--- src/verilog/timer16_pkg.sv ---
/*
 * Package for the 16-bit timer/counter core: register locations, reset
 * values, control field layout and waveform mode codes.
 * Assumes an 8-bit I/O bus with byte-wide read and write strobes.
 */
package timer16_pkg;

	// ------------------------------------------------------------
	// Register locations on the I/O bus
	// ------------------------------------------------------------
	localparam logic [3:0] ADDR_CTRL_A = 4'h0;
	localparam logic [3:0] ADDR_CTRL_B = 4'h1;
	localparam logic [3:0] ADDR_CNT_LO = 4'h4;
	localparam logic [3:0] ADDR_CNT_HI = 4'h5;
	localparam logic [3:0] ADDR_CAP_LO = 4'h6;
	localparam logic [3:0] ADDR_CAP_HI = 4'h7;
	localparam logic [3:0] ADDR_CMPA_LO = 4'h8;
	localparam logic [3:0] ADDR_CMPA_HI = 4'h9;
	localparam logic [3:0] ADDR_CMPB_LO = 4'hA;
	localparam logic [3:0] ADDR_CMPB_HI = 4'hB;
	localparam logic [3:0] ADDR_FLAGS = 4'hC;

	// ------------------------------------------------------------
	// Field positions
	// ------------------------------------------------------------
	localparam int CTRL_A_MODE_LSB = 0;
	localparam int CTRL_B_MODE_LSB = 3;
	localparam int CTRL_B_SEL_LSB = 0;
	localparam int FLAG_OVF_BIT = 0;

	// ------------------------------------------------------------
	// Reset values
	// ------------------------------------------------------------
	localparam logic [15:0] COUNT_RESET = 16'h0000;
	localparam logic [7:0] LATCH_RESET = 8'h00;
	localparam logic [7:0] CTRL_RESET = 8'h00;
	localparam logic [2:0] SEL_STOPPED = 3'h0;

	// ------------------------------------------------------------
	// Fixed limits and waveform mode codes
	// ------------------------------------------------------------
	localparam logic [15:0] BOTTOM_VALUE = 16'h0000;
	localparam logic [15:0] MAX_VALUE = 16'hFFFF;
	localparam logic [15:0] TOP_8BIT = 16'h00FF;
	localparam logic [15:0] TOP_9BIT = 16'h01FF;
	localparam logic [15:0] TOP_10BIT = 16'h03FF;

	localparam logic [3:0] MODE_NORMAL = 4'h0;
	localparam logic [3:0] MODE_PC8 = 4'h1;
	localparam logic [3:0] MODE_PC9 = 4'h2;
	localparam logic [3:0] MODE_PC10 = 4'h3;
	localparam logic [3:0] MODE_CTC_A = 4'h4;
	localparam logic [3:0] MODE_FAST8 = 4'h5;
	localparam logic [3:0] MODE_FAST9 = 4'h6;
	localparam logic [3:0] MODE_FAST10 = 4'h7;
	localparam logic [3:0] MODE_PFC_CAP = 4'h8;
	localparam logic [3:0] MODE_PFC_A = 4'h9;
	localparam logic [3:0] MODE_PC_CAP = 4'hA;
	localparam logic [3:0] MODE_PC_A = 4'hB;
	localparam logic [3:0] MODE_CTC_CAP = 4'hC;
	localparam logic [3:0] MODE_FAST_CAP = 4'hE;
	localparam logic [3:0] MODE_FAST_A = 4'hF;

endpackage

--- src/verilog/tick_select.sv ---
/*
 * Tick source selection: picks a prescaler tap or an external edge
 * by the three-bit select field and emits one tick enable.
 * Assumes prescaler taps and the external input are synchronous.
 */
`timescale 1ns/100ps

module tick_select
(
	input wire logic clk,
	input wire logic rst_n,
	input wire logic [2:0] tickSourceSelect,
	input wire logic [4:0] prescaleTap,
	input wire logic extPin,
	output logic timerTick
);

	logic extPrev_q;
	logic extPrev_d;

	// ------------------------------------------------------------
	// External edge sampling
	// ------------------------------------------------------------
	always_comb
	begin
		extPrev_d = extPin;
	end

	always_ff @(posedge clk or negedge rst_n)
	begin
		if (!rst_n)
			extPrev_q <= 1'b0;
		else
			extPrev_q <= extPrev_d;
	end

	// ------------------------------------------------------------
	// Source multiplexer
	// ------------------------------------------------------------
	always_comb
	begin
		case (tickSourceSelect)
			3'h0: timerTick = 1'b0;
			3'h1: timerTick = prescaleTap[0];
			3'h2: timerTick = prescaleTap[1];
			3'h3: timerTick = prescaleTap[2];
			3'h4: timerTick = prescaleTap[3];
			3'h5: timerTick = prescaleTap[4];
			3'h6: timerTick = extPrev_q & ~extPin;
			3'h7: timerTick = ~extPrev_q & extPin;
			default: timerTick = 1'b0;
		endcase
	end

endmodule

--- src/verilog/timer16_counter_core.sv ---
/*
 * 16-bit timer/counter core: counter, shared high-byte latch, control
 * registers A and B, compare and capture holding registers, overflow
 * flag, limit indications.
 * Assumes a single-cycle 8-bit I/O bus with read and write strobes;
 * read data is registered and valid the cycle after the read strobe.
 */
// Behaviour
// - Counter sits at two byte locations
// - High-byte location accesses the shared latch
// - Low read loads latch; low write commits
// - Latch keeps its value between accesses
// - Three-bit select field picks tick source
// - Select zero stops all counting
// - Tick clears, increments or decrements counter
// - Clear forces all sixteen bits zero
// - Top and bottom limit indications
// - Counter accessible whether ticking or not
// - CPU write beats clear or count
// - Four-bit mode field across A and B
// - Overflow flag set per mode
// - One latch serves all wide registers
// - Compare reads bypass the latch
`timescale 1ns/100ps

module timer16_counter_core
#(
	parameter int COUNT_WIDTH = 16
)
(
	input wire logic clk,
	input wire logic rst_n,
	input wire logic [3:0] busAddr,
	input wire logic busWrite,
	input wire logic busRead,
	input wire logic [7:0] busWdata,
	output logic [7:0] busRdata,
	input wire logic [4:0] prescaleTap,
	input wire logic extPin,
	input wire logic captureEvent,
	output logic timerTick,
	output logic atTop,
	output logic atBottom,
	output logic overflowFlag,
	output logic [3:0] waveformModeField,
	output logic [COUNT_WIDTH-1:0] countValue
);

	typedef enum logic {DIR_UP, DIR_DOWN} dir_t;

	logic [COUNT_WIDTH-1:0] count_q, count_d;
	logic [7:0] latch_q, latch_d;
	logic [7:0] ctrlA_q, ctrlA_d;
	logic [7:0] ctrlB_q, ctrlB_d;
	logic [15:0] cmpA_q, cmpA_d;
	logic [15:0] cmpB_q, cmpB_d;
	logic [15:0] cap_q, cap_d;
	logic ovf_q, ovf_d;
	dir_t dir_q, dir_d;
	logic [7:0] rdata_q, rdata_d;
	logic [15:0] topValue;
	logic dualSlope;
	logic [2:0] tickSourceSelect;
	logic wrLo, rdLo;
	logic ovfSet, flagClr;

	function automatic logic hit(input logic [3:0] a, input logic [3:0] b);
		hit = (a == b);
	endfunction

	// ------------------------------------------------------------
	// Tick source
	// ------------------------------------------------------------
	assign tickSourceSelect = ctrlB_q[timer16_pkg::CTRL_B_SEL_LSB +: 3];

	tick_select tickSel
	(
		.clk(clk),
		.rst_n(rst_n),
		.tickSourceSelect(tickSourceSelect),
		.prescaleTap(prescaleTap),
		.extPin(extPin),
		.timerTick(timerTick)
	);

	// ------------------------------------------------------------
	// Mode decode
	// ------------------------------------------------------------
	assign waveformModeField = {ctrlB_q[timer16_pkg::CTRL_B_MODE_LSB +: 2],
		ctrlA_q[timer16_pkg::CTRL_A_MODE_LSB +: 2]};

	always_comb
	begin
		dualSlope = 1'b0;
		case (waveformModeField)
			timer16_pkg::MODE_PC8: topValue = timer16_pkg::TOP_8BIT;
			timer16_pkg::MODE_FAST8: topValue = timer16_pkg::TOP_8BIT;
			timer16_pkg::MODE_PC9: topValue = timer16_pkg::TOP_9BIT;
			timer16_pkg::MODE_FAST9: topValue = timer16_pkg::TOP_9BIT;
			timer16_pkg::MODE_PC10: topValue = timer16_pkg::TOP_10BIT;
			timer16_pkg::MODE_FAST10: topValue = timer16_pkg::TOP_10BIT;
			timer16_pkg::MODE_CTC_A: topValue = cmpA_q;
			timer16_pkg::MODE_PFC_A: topValue = cmpA_q;
			timer16_pkg::MODE_PC_A: topValue = cmpA_q;
			timer16_pkg::MODE_FAST_A: topValue = cmpA_q;
			timer16_pkg::MODE_PFC_CAP: topValue = cap_q;
			timer16_pkg::MODE_PC_CAP: topValue = cap_q;
			timer16_pkg::MODE_CTC_CAP: topValue = cap_q;
			timer16_pkg::MODE_FAST_CAP: topValue = cap_q;
			// Reserved code counts as normal, up to all-ones
			default: topValue = timer16_pkg::MAX_VALUE;
		endcase
		case (waveformModeField)
			timer16_pkg::MODE_PC8, timer16_pkg::MODE_PC9,
			timer16_pkg::MODE_PC10, timer16_pkg::MODE_PFC_CAP,
			timer16_pkg::MODE_PFC_A, timer16_pkg::MODE_PC_CAP,
			timer16_pkg::MODE_PC_A: dualSlope = 1'b1;
			default: dualSlope = 1'b0;
		endcase
	end

	// Limit indications
	assign atTop = (count_q == topValue);
	assign atBottom = (count_q == timer16_pkg::BOTTOM_VALUE);

	// Low-byte strobes decoded once; the write steers the counter, the read the latch
	assign wrLo = busWrite && hit(busAddr, timer16_pkg::ADDR_CNT_LO);
	assign flagClr = busWrite && hit(busAddr, timer16_pkg::ADDR_FLAGS) &&
		busWdata[timer16_pkg::FLAG_OVF_BIT];
	assign rdLo = busRead && hit(busAddr, timer16_pkg::ADDR_CNT_LO);

	// ------------------------------------------------------------
	// Counter, direction and overflow flag
	// ------------------------------------------------------------
	always_comb
	begin
		count_d = count_q;
		dir_d = dir_q;
		ovf_d = ovf_q;
		ovfSet = 1'b0;
		if (timerTick)
		begin
			if (dualSlope)
			begin
				if (atTop)
				begin
					dir_d = DIR_DOWN;
					count_d = count_q - 16'h0001;
				end
				else if (atBottom && dir_q == DIR_DOWN)
				begin
					dir_d = DIR_UP;
					ovfSet = 1'b1;
					count_d = count_q + 16'h0001;
				end
				else if (dir_q == DIR_DOWN)
					count_d = count_q - 16'h0001;
				else
					count_d = count_q + 16'h0001;
			end
			else if (atTop)
			begin
				// Top at all-ones wraps the same way as a clear
				count_d = timer16_pkg::COUNT_RESET;
				dir_d = DIR_UP;
				if (waveformModeField != timer16_pkg::MODE_CTC_A &&
					waveformModeField != timer16_pkg::MODE_CTC_CAP)
					ovfSet = 1'b1;
			end
			else if (count_q == timer16_pkg::MAX_VALUE)
			begin
				// Top lowered below the count: roll over at MAX
				count_d = timer16_pkg::COUNT_RESET;
				ovfSet = 1'b1;
			end
			else
				count_d = count_q + 16'h0001;
		end
		if (wrLo)
			count_d = {latch_q, busWdata};
		// Flag cleared by writing one; a same-cycle set still wins so
		// that an overflow landing on the clear is never lost
		if (ovfSet)
			ovf_d = 1'b1;
		else if (flagClr)
			ovf_d = 1'b0;
	end

	always_ff @(posedge clk or negedge rst_n)
	begin
		if (!rst_n)
		begin
			count_q <= timer16_pkg::COUNT_RESET;
			dir_q <= DIR_UP;
			ovf_q <= 1'b0;
		end
		else
		begin
			count_q <= count_d;
			dir_q <= dir_d;
			ovf_q <= ovf_d;
		end
	end

	// ------------------------------------------------------------
	// Shared latch, control and wide holding registers
	// ------------------------------------------------------------
	always_comb
	begin
		latch_d = latch_q;
		ctrlA_d = ctrlA_q;
		ctrlB_d = ctrlB_q;
		cmpA_d = cmpA_q;
		cmpB_d = cmpB_q;
		cap_d = cap_q;
		// Capture copies the live count; a capture low-byte write in the cycle wins
		if (captureEvent)
			cap_d = count_q;
		if (busWrite)
		begin
			case (busAddr)
				timer16_pkg::ADDR_CTRL_A: ctrlA_d = busWdata;
				timer16_pkg::ADDR_CTRL_B: ctrlB_d = busWdata;
				timer16_pkg::ADDR_CNT_HI, timer16_pkg::ADDR_CAP_HI,
				timer16_pkg::ADDR_CMPA_HI, timer16_pkg::ADDR_CMPB_HI:
					latch_d = busWdata;
				timer16_pkg::ADDR_CMPA_LO: cmpA_d = {latch_q, busWdata};
				timer16_pkg::ADDR_CMPB_LO: cmpB_d = {latch_q, busWdata};
				timer16_pkg::ADDR_CAP_LO: cap_d = {latch_q, busWdata};
				default: latch_d = latch_q;
			endcase
		end
		else if (busRead)
		begin
			if (rdLo)
				latch_d = count_q[15:8];
			else if (hit(busAddr, timer16_pkg::ADDR_CAP_LO))
				latch_d = cap_q[15:8];
		end
	end

	always_ff @(posedge clk or negedge rst_n)
	begin
		if (!rst_n)
		begin
			latch_q <= timer16_pkg::LATCH_RESET;
			ctrlA_q <= timer16_pkg::CTRL_RESET;
			ctrlB_q <= timer16_pkg::CTRL_RESET;
			cmpA_q <= timer16_pkg::COUNT_RESET;
			cmpB_q <= timer16_pkg::COUNT_RESET;
			cap_q <= timer16_pkg::COUNT_RESET;
		end
		else
		begin
			latch_q <= latch_d;
			ctrlA_q <= ctrlA_d;
			ctrlB_q <= ctrlB_d;
			cmpA_q <= cmpA_d;
			cmpB_q <= cmpB_d;
			cap_q <= cap_d;
		end
	end

	// ------------------------------------------------------------
	// Read data
	// ------------------------------------------------------------
	always_comb
	begin
		rdata_d = 8'h00;
		if (busRead)
		begin
			case (busAddr)
				timer16_pkg::ADDR_CTRL_A: rdata_d = ctrlA_q;
				timer16_pkg::ADDR_CTRL_B: rdata_d = ctrlB_q;
				timer16_pkg::ADDR_CNT_LO: rdata_d = count_q[7:0];
				timer16_pkg::ADDR_CNT_HI: rdata_d = latch_q;
				timer16_pkg::ADDR_CAP_LO: rdata_d = cap_q[7:0];
				timer16_pkg::ADDR_CAP_HI: rdata_d = latch_q;
				timer16_pkg::ADDR_CMPA_LO: rdata_d = cmpA_q[7:0];
				timer16_pkg::ADDR_CMPA_HI: rdata_d = cmpA_q[15:8];
				timer16_pkg::ADDR_CMPB_LO: rdata_d = cmpB_q[7:0];
				timer16_pkg::ADDR_CMPB_HI: rdata_d = cmpB_q[15:8];
				timer16_pkg::ADDR_FLAGS: rdata_d = {7'h00, ovf_q};
				default: rdata_d = 8'h00;
			endcase
		end
	end

	// Registered read data: one cycle late, but never glitches
	always_ff @(posedge clk or negedge rst_n)
	begin
		if (!rst_n)
			rdata_q <= 8'h00;
		else
			rdata_q <= rdata_d;
	end

	assign busRdata = rdata_q;
	assign overflowFlag = ovf_q;
	assign countValue = count_q;

endmodule

--- config.mk ---
export PLATFORM = sky130hd
export DESIGN_NAME = timer16_counter_core
export DESIGN_NICKNAME = d
export VERILOG_FILES = /design/src/verilog/timer16_pkg.sv /design/src/verilog/tick_select.sv /design/src/verilog/timer16_counter_core.sv
export SDC_FILE = /design/constraint.sdc
export NUM_CORES = 1
export LEC_CHECK = 0
export ABC_AREA = 1
export BUFFER_PORTS_ARGS = -buffer_cell sky130_fd_sc_hd__buf_2
export CAP_MARGIN = 20
export CORE_MARGIN = 4
export CORE_UTILIZATION = 30
export CTS_CLUSTER_SIZE = 28
export DETAILED_ROUTE_END_ITERATION = 7
export GPL_TIMING_DRIVEN = 0
export PLACE_DENSITY = 0.48
export REMOVE_ABC_BUFFERS = 1
export SLEW_MARGIN = 20
export SYNTH_ARGS = -nofsm -noshare
export SYNTH_HDL_FRONTEND = slang
export SYNTH_SLANG_ARGS = --single-unit
--- constraint.sdc ---
create_clock -name clk -period 2.2 [get_ports clk]
set_input_delay 0.11 -clock clk [delete_from_list [all_inputs] [get_ports clk]]
set_output_delay 0.11 -clock clk [all_outputs]
set_load 0.1 [all_outputs]
==> impl_results.md <==
- Leakage: 4.05 nW
- DR iter-0 viols: 640
- H-tree levels: 3
- CTS buffer count: 9
- PnR Total Power: 0.0109 W
- Area after DPL: 0.00706 mm^2
- Root Buffer: clkbuf_16
- Netlist Area Pre-Place: 0.00669 mm^2
- Status: complete, but fails checks
- Via-to-Cell Ratio: 5.29
- Layout Nets: 1,075
- Post-synthesis compound-gate area fraction: 15.3%
- Largest family of logic cells by synthesized area: simple AND/OR/NAND/NOR gates
- Power Density: 1280 mW/mm^2
- Slew @ Worst Pin: 1.05 ns
- Post-Route WL: 25.6 mm
- Post-synthesis sequential area ratio: 37.0%
- Crit path largest cell delay: 0.51 ns
- Crit path capture type: output pin
- Max Cap Viol: 0
- Post-Synth Simple-Gate Area: 33.3%
- Min-Delay Startpoint: busWdata[1]
- Drt drc: 0
- Maximum clock frequency: 398 MHz
- Antenna Nets Post-Route: 0
- Final setup vio count: 19
- YS warnings: 0
- Core footprint: 0.0219 mm^2
- # IOs: 55
- Bufs and invs on worst path: 3
- Hold crit path type: in2reg
- Synth area leaders: dfrtp_1, nand2_1, o21ai_0
- GR Util All Layers: 20.7%
- CP max stage cell: dfrtp_2
- Synth async-reset ratio: 100%
- Final hold violation count: 0
- Type of origin of the critical path: flop
- Port bufs: 54
- EDFF count, synth: 0
- Mean Syn Cell Area: 6.84 um^2
- Worst slew margin relative to its limit: 30.1%
- Final period demand of the worst path: 2.51 ns
- Die Height: 157 um
- WP data required: 2.09 ns
- Max Root-Sink Buffers: 2
- Worst vdd ir: 0.686 mV
- Rows: 54
- Final Max Tran Viols: 0
- Crit-path cells: nor2_1 -> nand2_1 -> nand2_4 -> buf_6 -> nand3_4 -> nand3_1 -> nand2_1 -> nand2_2 -> nor2_2 -> nand2_1 -> nor2_2 -> nand2_2 -> inv_2 -> buf_12
- Die area: 0.0247 mm^2
- WP data arrival: 2.40 ns
- RSZ-0062 raised after global routing: true
- Most frequent CP cell: nand2_1
- Worst-path fanout max: 7
- Synth Register Bits: 99
- CP Launch Point: ctrlB_q[4]
- Most numerous cell in the Yosys netlist: nand2_1
- TritonCTS Sinks: 99
- Worst Clk Skew: 0.00779 ns
- DP HPWL: 17.2 mm
- Wire length per cell: 19.2 um
- Initial Util: 30.6%
- Clock-pin slew on the worst setup and hold paths: 0.07 ns
- Failing checks: negative setup slack
- Number of distinct library cells after synthesis: 39
- Post-route setup slack: -0.311 ns
- Post-synthesis instance total: 978
- Family with the most delay on the worst path: simple AND/OR/NAND/NOR gates
- First-pass iteration count of the detailed router: 5
- Synth Area in XOR/XNOR: 2.75%
- Kind of critical path: reg2out
- Top-area cell type share of the netlist area: 37.0%
- R2R Setup Slk: -0.30 ns
- First-pass GRT wire length: 39.8 mm
- Final RePlAce weighted congestion: 0.878
- Final instance area: 0.00850 mm^2
- Fraction of layout cells with a size suffix above 1: 25.2%
- Mux cell area share after synthesis: 1.20%
- Number of global-route vias before repair: 6,796
- N_diodes: 0
- Largest area contributor in the netlist: dfrtp_1
- Die W: 157 um
- Largest net degree at the start of global routing: 54
- Via count: 7,056
- Crit Reg-Reg Startpoint: ctrlA_q[0]
- Worst slack at placement: -1.06 ns
- Adder-Cell Fraction of Synth Area: 0.561%
- Fin util: 38.8%
- Layout Area Growth over Synthesis: 27.1%
- Initial antenna violation count: 0
- Crit share post-route: 114%
- Ys flop type: dfrtp_1
- GRT overflow: 0
- TritonCTS clock tree: yes
- Clock latency on the worst-skew pair: 0.37 ns
- Synth cell count leaders: nand2_1, nor2_1, dfrtp_1, o21ai_0, inv_1
power by group:
| group | switching, W | internal [W] |
|---|---|---|
| clock network | 0.000813 | 0.000823 |
| logic | 0.00429 | 0.00187 |
| registers | 0.000765 | 0.00233 |
sequential cells by signal, indices dropped and copies added, names as in the netlist:
signal             flops
cap_q                 16
cmpA_q                16
cmpB_q                16
countValue            16
busRdata               8
ctrlA_q                8
ctrlB_q                8
latch_q                8
dir_q                  1
overflowFlag           1
tickSel.extPrev_q      1
placed cells by master (no fill, tap or decap), types with 17 or more instances in the layout:
cell type,count
buf_4,33
dfrtp_1,88
nand3_2,23
buf_2,52
nand2_1,243
nand2_2,40
xor2_1,20
nand3_1,48
nor2_1,83
o21ai_0,93
nand4_1,31
a21oi_1,17
inv_1,79
tightest hold or removal path: stages:
cell and delay [ns]:
buf_2 0.10, a22oi_1 0.08, nand2_1 0.06
metal layers:
metal  vias up  routed length [um]  track usage [%]
li1       3386                   -                -
met1      3391               11700             29.1
met2       239               11900             33.8
met3        40                1580             2.91
met4         0                 514             5.12
met5         -                   0                0
cell families after synthesis:
family                     after synthesis
and+or+nand+nor                        525
muxes                                    8
AOI/OAI and AO/OA                      176
xor gates and xnor gates                21
adders and majority gates                3
DFF                                     99
buffers and inverters                  146
final timing paths:
check,to,cells after the start
max in group asynchronous,countValue[1],3
worst max-delay path,atTop,14
min in group asynchronous,ctrlA_q[7],2
worst min-delay path,countValue[1],3
worst min register to register,cmpB_q[14],2
worst max register to register,countValue[3],17
layout make-up:
class / instances / area, um^2
sequential: 99 / 2490
multi-input combinational: 739 / 4160
fill: 2368 / 13400
timing repair inverter: 2 / 25.0
tap: 280 / 350
clock buffer: 10 / 239
clock inverter: 6 / 51.3
inverter: 94 / 380
timing repair buffer: 104 / 805
timing repair:
| item | CTS | global route |
|---|---|---|
| pin swaps | 44 | 53 |
| hold endpoints to repair | 48 | 0 |
| cloned | 8 | 2 |
| gates resized for setup | 108 | 79 |
| setup endpoints to repair | 21 | 45 |
| setup buffers | 37 | 9 |
| hold buffers | 3 | 0 |
through the flow:
stage	instances	TNS, ns	hold slack [ns]
2_1_floorplan	926	-16.78	-0.186
3_3_place_gp	1260	-53.21	0.244
3_5_place_dp	1263	-22.55	0.0900
4_1_cts	1325	-3.11	0.00722
5_1_grt	1334	-6.77	0.0457
6_report	1334	-4.42	0.0264
Power figures use the tool's default switching activity.
